<file path="src/rtl/fdoc_regs.svh">
// Purpose: Constants of the floppy option configuration block
// Assumes: Included by its bare name
// Notes:   Definitions only
`ifndef FDOC_REGS_SVH
`define FDOC_REGS_SVH

// ----------------------------------------------------------------------------
// Selector indexes
// ----------------------------------------------------------------------------
`define FDOC_IDX_FDO    8'h03
`define FDOC_IDX_PES    8'h04

// ----------------------------------------------------------------------------
// Power-up values
// ----------------------------------------------------------------------------
`define FDOC_FDO_RST    8'h78
`define FDOC_PES_RST    8'h00
`define FDOC_SEL_RST    8'h00
`define FDOC_RD_IDLE    8'h00

// ----------------------------------------------------------------------------
// Field positions of the floppy option register
// ----------------------------------------------------------------------------
`define FDOC_BIT_RSV    0
`define FDOC_BIT_ENH    1
`define FDOC_BIT_SH_LO  2
`define FDOC_BIT_OPT_LO 3
`define FDOC_BIT_OPT_HI 4
`define FDOC_BIT_ENC    5
`define FDOC_BIT_FAM    6
`define FDOC_BIT_SH_HI  7

`endif

</file>
<file path="src/rtl/fdoc_pkg.sv">
// Purpose: Types of the floppy option configuration block
// Assumes: Nothing
// Notes:   Encodings follow the register fields
`default_nettype none

package fdoc_pkg;

    typedef enum logic [1:0] {
        host_legacy  = 2'h0,
        host_alt     = 2'h1,
        host_rsv     = 2'h2,
        host_primary = 2'h3
    } fdoc_host_mode_type;

    typedef enum logic [1:0] {
        share_third_drive = 2'h0,
        share_addr_ext    = 2'h1,
        share_par_irq     = 2'h2
    } fdoc_share_type;

    typedef enum logic [1:0] {
        opt_direct = 2'h0,
        opt_swap   = 2'h1,
        opt_rsv    = 2'h2,
        opt_input  = 2'h3
    } fdoc_opt_type;

    typedef enum logic [2:0] {
        rate_500  = 3'h0,
        rate_300  = 3'h1,
        rate_250  = 3'h2,
        rate_1000 = 3'h3
    } fdoc_rate_type;

endpackage : fdoc_pkg

`default_nettype wire

</file>
<file path="src/rtl/fdoc_map_if.sv">
// Purpose: Carries option settings to the rate pin mapper and pins back
// Assumes: One clock
// Notes:   Mapper outputs are registered
`default_nettype none

interface fdoc_map_if;
    import fdoc_pkg::*;
    logic         enhanced;
    fdoc_opt_type opt;
    logic [1:0]   rate_sel;
    logic [1:0]   pin_out;
    logic         pin_oe_n;

    modport cfg (output enhanced, opt, rate_sel, input pin_out, pin_oe_n);
    modport map (input enhanced, opt, rate_sel, output pin_out, pin_oe_n);
endinterface : fdoc_map_if

`default_nettype wire

</file>
<file path="src/rtl/fdoc_config.sv">
// Purpose: Floppy drive option configuration register and rate pin control
// Assumes: rstn_i is the power-up reset; config_mode_i comes from entry logic
// Notes:   Selector and data strobes are single-cycle, same clock domain
//
// Behaviour
// - Bit 0 ignores writes, reads zero
// - Bit 1 selects normal or enhanced mode
// - Bits 3,4 are rate-pin option, default 11
// - Enhanced mode makes option bits don't-care
// - Option 00: pins follow rate select
// - Option 01: remapped pin encoding per rate
// - Option 11: rate pins become inputs
// - Code 01 means 300 or 500 kb/s
// - Bits 6,5 select host interface mode
// - Bits 7,2 select shared pin function
// - Index 04 register, config mode, resets 00
// - Index 03 register, config mode, resets 78
// - Only power-up reset loads defaults
`include "fdoc_regs.svh"
`default_nettype none

module fdoc_config (
    input  wire logic                     clk_i,
    input  wire logic                     rstn_i,
    input  wire logic                     config_mode_i,
    input  wire logic                     sel_wr_i,
    input  wire logic                     data_wr_i,
    input  wire logic                     data_rd_i,
    input  wire logic [7:0]               wdata_i,
    output logic      [7:0]               rdata_o,
    input  wire logic [1:0]               rate_select_field_i,
    input  wire logic                     alt_rate_300_i,
    output fdoc_pkg::fdoc_rate_type       xfer_rate_o,
    output logic                          rate_pin_high_o,
    output logic                          rate_pin_high_oe_n_o,
    input  wire logic                     rate_pin_high_i,
    output logic                          rate_pin_low_o,
    output logic                          rate_pin_low_oe_n_o,
    input  wire logic                     rate_pin_low_i,
    output logic      [1:0]               rate_pins_in_o,
    output logic                          enhanced_floppy_mode_two_o,
    output fdoc_pkg::fdoc_host_mode_type  host_mode_o,
    output fdoc_pkg::fdoc_share_type      shared_pin_func_o,
    output logic      [7:0]               port_extended_setup_o
);
    import fdoc_pkg::*;

    // ------------------------------------------------------------------------
    // State
    // ------------------------------------------------------------------------
    typedef struct packed {
        logic [7:0]    config_selector;
        logic [7:0]    floppy_drive_option_config;
        logic [7:0]    port_extended_setup;
        logic [7:0]    rdata;
        logic [1:0]    pin_sync1;
        logic [1:0]    pin_sync2;
        fdoc_rate_type xfer_rate;
    } fdoc_state_type;

    fdoc_state_type st;
    fdoc_state_type next_st;
    fdoc_map_if     map_bus ();

    // ------------------------------------------------------------------------
    // Helpers
    // ------------------------------------------------------------------------
    function automatic fdoc_rate_type rate_of(input logic [1:0] sel, input logic alt300);
        case (sel)
            2'h3:    rate_of = rate_1000;
            2'h0:    rate_of = rate_500;
            2'h2:    rate_of = rate_250;
            default: rate_of = alt300 ? rate_300 : rate_500;
        endcase
    endfunction

    function automatic logic [7:0] fdo_store(input logic [7:0] d);
        fdo_store                = d;
        fdo_store[`FDOC_BIT_RSV] = 1'b0;
    endfunction

    // ------------------------------------------------------------------------
    // Register access and pin sampling
    // ------------------------------------------------------------------------
    always_comb begin
        next_st           = st;
        next_st.pin_sync1 = {rate_pin_high_i, rate_pin_low_i};
        next_st.pin_sync2 = st.pin_sync1;
        next_st.xfer_rate = rate_of(rate_select_field_i, alt_rate_300_i);
        next_st.rdata     = `FDOC_RD_IDLE;
        if (config_mode_i) begin
            if (data_wr_i && st.config_selector == `FDOC_IDX_FDO) begin
                next_st.floppy_drive_option_config = fdo_store(wdata_i);
            end else if (data_wr_i && st.config_selector == `FDOC_IDX_PES) begin
                next_st.port_extended_setup = wdata_i;
            end
            if (data_rd_i && st.config_selector == `FDOC_IDX_FDO) begin
                next_st.rdata = fdo_store(st.floppy_drive_option_config);
            end else if (data_rd_i && st.config_selector == `FDOC_IDX_PES) begin
                next_st.rdata = st.port_extended_setup;
            end
            if (sel_wr_i) begin
                next_st.config_selector = wdata_i;
            end
        end
    end

    always_ff @(posedge clk_i) begin
        if (!rstn_i) begin
            st.config_selector            <= `FDOC_SEL_RST;
            st.floppy_drive_option_config <= `FDOC_FDO_RST;
            st.port_extended_setup        <= `FDOC_PES_RST;
            st.rdata                      <= `FDOC_RD_IDLE;
            st.pin_sync1                  <= 2'h0;
            st.pin_sync2                  <= 2'h0;
            st.xfer_rate                  <= rate_500;
        end else begin
            st <= next_st;
        end
    end

    // ------------------------------------------------------------------------
    // Rate pin mapper
    // ------------------------------------------------------------------------
    assign map_bus.enhanced = st.floppy_drive_option_config[`FDOC_BIT_ENH];
    assign map_bus.opt      = fdoc_opt_type'({st.floppy_drive_option_config[`FDOC_BIT_OPT_HI],
                                              st.floppy_drive_option_config[`FDOC_BIT_OPT_LO]});
    assign map_bus.rate_sel = rate_select_field_i;

    fdoc_rate_map u_map (
        .clk_i  (clk_i),
        .rstn_i (rstn_i),
        .m      (map_bus.map)
    );

    // ------------------------------------------------------------------------
    // Outputs
    // ------------------------------------------------------------------------
    assign rdata_o                    = st.rdata;
    assign xfer_rate_o                = st.xfer_rate;
    assign rate_pin_high_o            = map_bus.pin_out[1];
    assign rate_pin_low_o             = map_bus.pin_out[0];
    assign rate_pin_high_oe_n_o       = map_bus.pin_oe_n;
    assign rate_pin_low_oe_n_o        = map_bus.pin_oe_n;
    assign rate_pins_in_o             = st.pin_sync2;
    assign enhanced_floppy_mode_two_o = st.floppy_drive_option_config[`FDOC_BIT_ENH];
    assign host_mode_o                = fdoc_host_mode_type'({st.floppy_drive_option_config[`FDOC_BIT_FAM],
                                                              st.floppy_drive_option_config[`FDOC_BIT_ENC]});
    assign shared_pin_func_o          = st.floppy_drive_option_config[`FDOC_BIT_SH_HI] ? share_par_irq :
                                        st.floppy_drive_option_config[`FDOC_BIT_SH_LO] ? share_addr_ext :
                                        share_third_drive;
    assign port_extended_setup_o      = st.port_extended_setup;
endmodule : fdoc_config

`default_nettype wire

</file>
<file path="src/rtl/fdoc_rate_map.sv">
// Purpose: Maps the rate select field onto the two rate pins
// Assumes: Settings come from the same clock domain
// Notes:   One cycle from settings to pins
`default_nettype none

module fdoc_rate_map
    import fdoc_pkg::*;
(
    input  wire logic clk_i,
    input  wire logic rstn_i,
    fdoc_map_if.map   m
);

    typedef struct packed {
        logic [1:0] pin_out;
        logic       pin_oe_n;
    } fdoc_map_state_type;

    fdoc_map_state_type st;
    fdoc_map_state_type next_st;
    fdoc_opt_type       eff_opt;

    // ------------------------------------------------------------------------
    // Mapping
    // ------------------------------------------------------------------------
    function automatic logic [1:0] swap_map(input logic [1:0] sel);
        swap_map = {~(sel[1] ^ sel[0]), sel[0]};
    endfunction

    always_comb begin
        next_st  = st;
        eff_opt  = m.enhanced ? opt_direct : m.opt;
        case (eff_opt)
            opt_direct: begin
                next_st.pin_out  = m.rate_sel;
                next_st.pin_oe_n = 1'b0;
            end
            opt_swap: begin
                next_st.pin_out  = swap_map(m.rate_sel);
                next_st.pin_oe_n = 1'b0;
            end
            opt_rsv: begin
                next_st.pin_out  = 2'h0;
                next_st.pin_oe_n = 1'b0;
            end
            default: begin
                next_st.pin_out  = 2'h0;
                next_st.pin_oe_n = 1'b1;
            end
        endcase
    end

    always_ff @(posedge clk_i) begin
        if (!rstn_i) begin
            st <= '{pin_out: 2'h0, pin_oe_n: 1'b1};
        end else begin
            st <= next_st;
        end
    end

    assign m.pin_out  = st.pin_out;
    assign m.pin_oe_n = st.pin_oe_n;
endmodule : fdoc_rate_map

`default_nettype wire

</file>
<file path="config.mk">
export PLATFORM = sky130hd
export DESIGN_NAME = fdoc_config
export DESIGN_NICKNAME = d
export VERILOG_FILES = /design/src/rtl/fdoc_pkg.sv /design/src/rtl/fdoc_map_if.sv /design/src/rtl/fdoc_config.sv /design/src/rtl/fdoc_rate_map.sv
export VERILOG_INCLUDE_DIRS = /design/src /design/src/rtl
export SDC_FILE = /design/constraint.sdc
export NUM_CORES = 1
export LEC_CHECK = 0
export ABC_AREA = 0
export ABC_CLOCK_PERIOD_IN_PS = 4000
export BUFFER_PORTS_ARGS = -buffer_cell sky130_fd_sc_hd__buf_2
export CELL_PAD_IN_SITES_DETAIL_PLACEMENT = 0
export CELL_PAD_IN_SITES_GLOBAL_PLACEMENT = 1
export CORE_MARGIN = 5
export CORE_UTILIZATION = 40
export CTS_BUF_LIST = sky130_fd_sc_hd__clkbuf_4 sky130_fd_sc_hd__clkbuf_8 sky130_fd_sc_hd__clkbuf_16
export DETAILED_ROUTE_END_ITERATION = 10
export PLACE_DENSITY = 0.85
export SYNTH_ARGS = -nofsm -noshare
export SYNTH_HDL_FRONTEND = slang
export SYNTH_SLANG_ARGS = --single-unit
</file>
<file path="constraint.sdc">
create_clock -name clk_i -period 4 [get_ports clk_i]
set_input_delay 0.2 -clock clk_i [delete_from_list [all_inputs] [get_ports clk_i]]
set_output_delay 0.2 -clock clk_i [all_outputs]
set_load 0.03 [all_outputs]
</file>
==> results.sh, run 1 <==
export IMPL_synth_cell_types=30
export IMPL_power_total_uw=741
export IMPL_ys_ff_latch=40
export IMPL_clockRootBuffer="clkbuf_8"
export IMPL_critPathMaxFanout=8
export IMPL_tightestPinTransition_ps=1130
export IMPL_ctsResizeCount=0
export IMPL_final_max_slew_viol_count=0
export IMPL_cap_violations=0
export IMPL_cts_max_level=2
export IMPL_grt_pass1_vias=1235
export IMPL_cp_start_kind="flip-flop"
export IMPL_worstSkewPairLatency_ps=290
export IMPL_finalSetupTns_ps=0
export IMPL_grt_use_total_pct=12.7
export IMPL_fin_hold_ws_ps=111
export IMPL_rows=24
export IMPL_max_freq_mhz=540
export IMPL_die_w_um=77.5
export IMPL_core_area_um2=4380
export IMPL_grt_start_max_net_pins=46
export IMPL_syn_inst=192
export IMPL_setup_violations=0
export IMPL_critical_path_class="flip-flop to flip-flop"
export IMPL_dr_first_iter_drc_count=72
export IMPL_cts_hold_buf=0
export IMPL_dr_pass1_iters=4
export IMPL_grt_pass1_wl_mm=6.20
export IMPL_post_cts_buffers=0
export IMPL_irDropWorstVdd_v=0.000139
export IMPL_die_area_um2=6000
export IMPL_place_area_um2=1860
export IMPL_dpl_worst_slack_ps=2170
export IMPL_syn_num_nets=214
export IMPL_ant_nets=0
export IMPL_fp_dieH_um=77.5
export IMPL_antenna_found_initial=0
export IMPL_vias=1250
export IMPL_hpwl_mm=2.58
export IMPL_wl_mm=3.59
export IMPL_grt_setup_unrepaired="false"
export IMPL_syn_area_per_cell_um2=9.48
export IMPL_start_util_pct=41.5
export IMPL_ys_seq_area_share_pct=44.0
export IMPL_layout_setup_ws_ps=2150
export IMPL_cts_buffer_depth=2
export IMPL_static_leakage_power_nw=0.826
export IMPL_diodes=0
export IMPL_holdCritPathClass="primary input to flip-flop"
export IMPL_yosys_warnings=0
export IMPL_design_area_um2=1950
export IMPL_cts_clk_slew_worst_paths_ps=70
export IMPL_port_buffer_count=47
export IMPL_cts_tree="yes"
export IMPL_wl_per_cell_um=13.5
export IMPL_ios=49
export IMPL_crit_arrival_ps=2070
export IMPL_netlist_area_um2=1820
export IMPL_crit_path_end_kind="flip-flop"
export IMPL_cts_inserted_buffers=5
export IMPL_vias_per_cell=4.72
export IMPL_post_route_cells_drive_above_1_share_pct=28.2
export IMPL_nNetsFinal=234
export IMPL_finalCritPeriodShare_pct=46.3
export IMPL_relSlewSlack_pct=24.5
export IMPL_status="completed"
export IMPL_powerDensity_nw_per_um2=380
export IMPL_areaGrowthSynthToFinish_pct=7.15
export IMPL_drcViolationCount=0
export IMPL_grt_overflow=0
export IMPL_layout_min_cycle_time_ps=1850
export IMPL_hold_violations=0
export IMPL_worstPathRequired_ps=4220
export IMPL_cts_sinks=40
export IMPL_gp_congestion=0.722
export IMPL_fin_skew_ps=4.07
==> worst paths after layout <==
check            startpoint                  endpoint  slack [ps]  cells past startpoint
max                  st[35]  port_extended_setup_o[6]        2150                      3
min          rate_pin_low_i                next_st[3]         110                      2
min reg2reg      next_st[4]         rate_pins_in_o[1]         440                      1
max reg2reg          st[35]  port_extended_setup_o[6]        2150                      3
==> stage by stage <==
stage	utilization [%]	std cells
2_1_floorplan	-	192
3_3_place_gp	42.4	257
3_5_place_dp	42.4	257
4_1_cts	44.5	265
5_1_grt	44.5	265
6_report	44.5	265
==> cell usage in the layout, fill, tap and decap left out, drive strengths merged <==
cell type  count
clkbuf         6
and2           4
nor2           8
clkinv         2
buf           48
inv            4
or4            2
nand2b         1
nor3b          2
nand2         33
a22oi          7
a21oi          1
ha             3
a21boi         9
mux2i         16
nor4           1
nand3b         2
nor2b         10
conb           1
and3b          1
or2b           1
dfxtp         40
a21o           1
o21a           1
nand3          9
==> synth_stat cells <==
master	number	area, µm²
a21boi_0	9	67.6
a21o_1	1	7.51
a21oi_1	1	5.00
a22oi_1	7	52.6
and2_1	4	25.0
and3b_1	1	8.76
buf_2	2	10.0
buf_4	25	188
buf_8	1	15.0
clkbuf_1	3	11.3
clkbuf_2	1	5.00
clkbuf_8	3	41.3
conb_1	1	3.75
dfxtp_1	40	801
ha_1	3	37.5
inv_1	4	15.0
mux2i_1	16	160
nand2_1	33	124
nand2b_1	1	6.26
nand3_1	9	45.0
nand3b_1	1	7.51
nand3b_4	1	20.0
nor2_1	8	30.0
nor2b_1	10	62.6
nor3b_1	2	15.0
nor4_4	1	21.3
o21a_1	1	7.51
or2b_2	1	8.76
or4_1	1	7.51
or4_4	1	11.3
==> logic make-up (layout without fill, tap and decap cells) <==
| logic type | count (synthesis) | count (layout) | synth area share [%] |
|---|---|---|---|
| AO/OA/AOI/OAI | 19 | 19 | 7.70 |
| adder cells (fa/ha/maj) | 3 | 3 | 2.06 |
| flip-flops | 40 | 40 | 44.0 |
| AND/OR/NAND/NOR | 74 | 74 | 21.6 |
| buffers and inverters | 39 | 60 | 15.7 |
| other | 1 | 1 | 0.206 |
| multiplexers | 16 | 16 | 8.80 |
==> metal layers <==
metal / vias up / share of wire, % / track usage, %
li1: 641 / - / -
met1: 572 / 46 / 17.2
met2: 31 / 46 / 18.9
met3: 6 / 6.2 / 4.40
met4: 0 / 1.6 / 4.64
met5: - / 0 / 0
==> layout make-up <==
class	count	area (µm²)
fill	427	2430
sequential	40	801
multi-input combinational	113	734
timing repair buffer	48	243
clock buffer	6	82.6
tap	52	65.1
inverter	4	15.0
clock inverter	2	10.0
==> state kept, by name, indices dropped and copies added (netlist names) <==
signal / flops
next_st: 2
port_extended_setup_o: 8
host_mode_o: 2
map_bus.opt: 2
rate_pins_in_o: 2
xfer_rate_o: 2
u_map.m.pin_oe_n: 1
u_map.m.pin_out: 2
enhanced_floppy_mode_two_o: 1
rdata_o: 8
st: 10
==> power by group <==
part	total, mW	switching, mW	leakage, nW	internal [mW]
combinational	0.0590	0.0362	0.450	0.0228
sequential	0.409	0.00380	0.325	0.405
clock	0.272	0.135	0.0510	0.138
==> worst max-delay path, cell delays in order (launching register included) <==
cell and delay [ps]:
dfxtp_1 320, or4_4 560, nor4_4 650, mux2i_1 260
Note: power is estimated with default switching activity, not from simulation.
==> run 2: changes to the inputs <==
ABC_CLOCK_PERIOD_IN_PS = 1700   (was 4000)
CORE_UTILIZATION = 35   (was 40)
PLACE_DENSITY = 0.79   (was 0.85)
clock period = 1.7 ns   (was 4 ns; I/O delays follow)
==> run 2 against run 1 <==
Non-clock buffer count rose by 9. Critical path depth grew 2. Register-to-register slack worse by 2100 ps. Clock power grew 130%. Clock skew is 2.4 ps higher. Design area up 5.3%. Hold slack got worse by 60 ps. Sequential power up 140%. Power up 130%. Combinational power increased to 2.6 times the previous value. Core utilization shrank 4.0 points.
==> results.sh, run 2 (synthesis gave the netlist of run 1 again) <==
export IMPL_status="completed"
export IMPL_finalCritPeriodShare_pct=96.4
export IMPL_clockPowerShare_pct=35.6
export IMPL_final_cell_mix="47 x buf_2, 39 x dfxtp_1, 33 x nand2_1"
export IMPL_cts_buffer_depth=2
export IMPL_cts_sinks=40
export IMPL_cp_start_kind="flip-flop"
export IMPL_holdCritPathClass="primary input to flip-flop"
export IMPL_cts_max_level=2
export IMPL_static_leakage_power_nw=0.872
export IMPL_worstPathRequired_ps=1910
export IMPL_grt_use_total_pct=11.3
export IMPL_p_sw_uw=429
export IMPL_post_route_cells_drive_above_1_share_pct=31.5
export IMPL_layout_min_cycle_time_ps=1640
export IMPL_dr_pass1_iters=4
export IMPL_worstSkewPairLatency_ps=290
export IMPL_cap_violations=0
export IMPL_grt_pass1_wl_mm=5.71
export IMPL_drcViolationCount=0
export IMPL_gp_congestion=0.703
export IMPL_port_buffer_count=47
export IMPL_final_common_cell="buf_2"
export IMPL_ant_nets=0
export IMPL_min_path_cells=3
export IMPL_critPathMaxFanout=5
export IMPL_rows=26
export IMPL_wl_per_cell_um=12.2
export IMPL_nNetsFinal=243
export IMPL_crit_arrival_ps=1850
export IMPL_cts_tree="yes"
export IMPL_core_area_um2=5070
export IMPL_ios=49
export IMPL_crit_path_end_kind="flip-flop"
export IMPL_antenna_found_initial=0
export IMPL_fin_hold_ws_ps=50.9
export IMPL_r2r_worst_path_cells=5
export IMPL_areaGrowthSynthToFinish_pct=12.9
export IMPL_vias_per_cell=4.40
export IMPL_grt_overflow=0
export IMPL_cts_inserted_buffers=5
export IMPL_hpwl_mm=2.65
export IMPL_die_w_um=82.1
export IMPL_start_util_pct=35.9
export IMPL_dr_first_iter_drc_count=98
export IMPL_hold_violations=0
export IMPL_vias=1286
export IMPL_diodes=0
export IMPL_setup_violations=0
export IMPL_largest_register="st"
export IMPL_powerDensity_nw_per_um2=845
export IMPL_switching_share_pct=24.7
export IMPL_seqPwrFrac_pct=55.5
export IMPL_internal_power_mw=1.31
export IMPL_cpMaxStageDelayCell="or4_4"
export IMPL_wl_mm=3.57
export IMPL_irDropWorstVdd_v=0.000338
export IMPL_grt_pass1_vias=1171
export IMPL_grt_start_max_net_pins=45
export IMPL_postLayoutCoreUtil_pct=40.5
export IMPL_power_total_mw=1.74
export IMPL_cts_clk_slew_worst_paths_ps=80
export IMPL_die_area_um2=6740
export IMPL_grt_setup_unrepaired="true"
export IMPL_p_comb_share_pct=9.0
export IMPL_path_cells="or4_4 > buf_6 > nor4_4 > buf_4 > mux2i_1"
export IMPL_fin_skew_ps=6.52
export IMPL_largest_reg_flops=10
export IMPL_final_max_slew_viol_count=0
export IMPL_critical_path_class="flip-flop to flip-flop"
export IMPL_fp_dieH_um=82.1
export IMPL_max_freq_mhz=610
export IMPL_slowest_delay_ps=560
export IMPL_clockRootBuffer="clkbuf_8"
==> run 2: path summary, 6_finish.rpt <==
path         slack [ps]                    from                        to
max                  60                  st[35]  port_extended_setup_o[4]
min reg2reg         430              next_st[4]         rate_pins_in_o[1]
max reg2reg          60                  st[35]  port_extended_setup_o[4]
min                  50  rate_select_field_i[0]        u_map.m.pin_out[0]
==> run 2: metrics by stage <==
step	setup WS [ps]	cells	TNS [ps]	area [µm²]
final	60.9	292	0	2050
after global routing	-45.6	292	-87.3	2050
after CTS	0.706	292	0	2050
after detailed placement	-14.9	282	-75.0	1930
after global placement	22.5	282	0	1930
after floorplan	44.6	192	0	1820
==> run 2: cell type report <==
cell class                      instances  area, µm²
Timing Repair Buffer                   57        319
Sequential cell                        40        802
Multi-Input combinational cell        113        743
Fill cell                             531       3020
Tap cell                               70       87.6
Clock buffer                            5       68.8
Clock inverter                          3       18.8
Inverter                                4       15.0
==> run 2: what timing repair did <==
item                                   4_1_cts  5_1_grt
hold buffers                                 2        0
setup endpoints to repair                    9        9
buffers inserted                             0        0
gates resized for setup                      2        2
endpoints found under the hold margin        2        0
pin swaps                                    1        0
==> run 2: power groups by stage <==
stage	registers (mW)	logic, mW	clock network (mW)
after global placement	0.985	0.147	0
after CTS	0.963	0.154	0.644
after global routing	0.965	0.173	0.686
final	0.963	0.155	0.617
after detailed placement	0.985	0.149	0
after floorplan	0.983	0.114	0
==> run 2: per-layer routing <==
| metal | wire length [µm] | GRT usage, % | vias to the layer above |
|---|---|---|---|
| met5 | 0 | 0 | - |
| met3 | 189 | 3.25 | 5 |
| met2 | 1550 | 16.6 | 30 |
| met1 | 1770 | 15.0 | 591 |
| li1 | - | - | 660 |
| met4 | 58 | 5.48 | 0 |
==> run 2: critical path, delay by kind of cell (launching register included) <==
family                 cells  cell delay [ps]
DFF                        1              330
buffers and inverters      2              340
and+or+nand+nor            2              700
muxes                      1              200
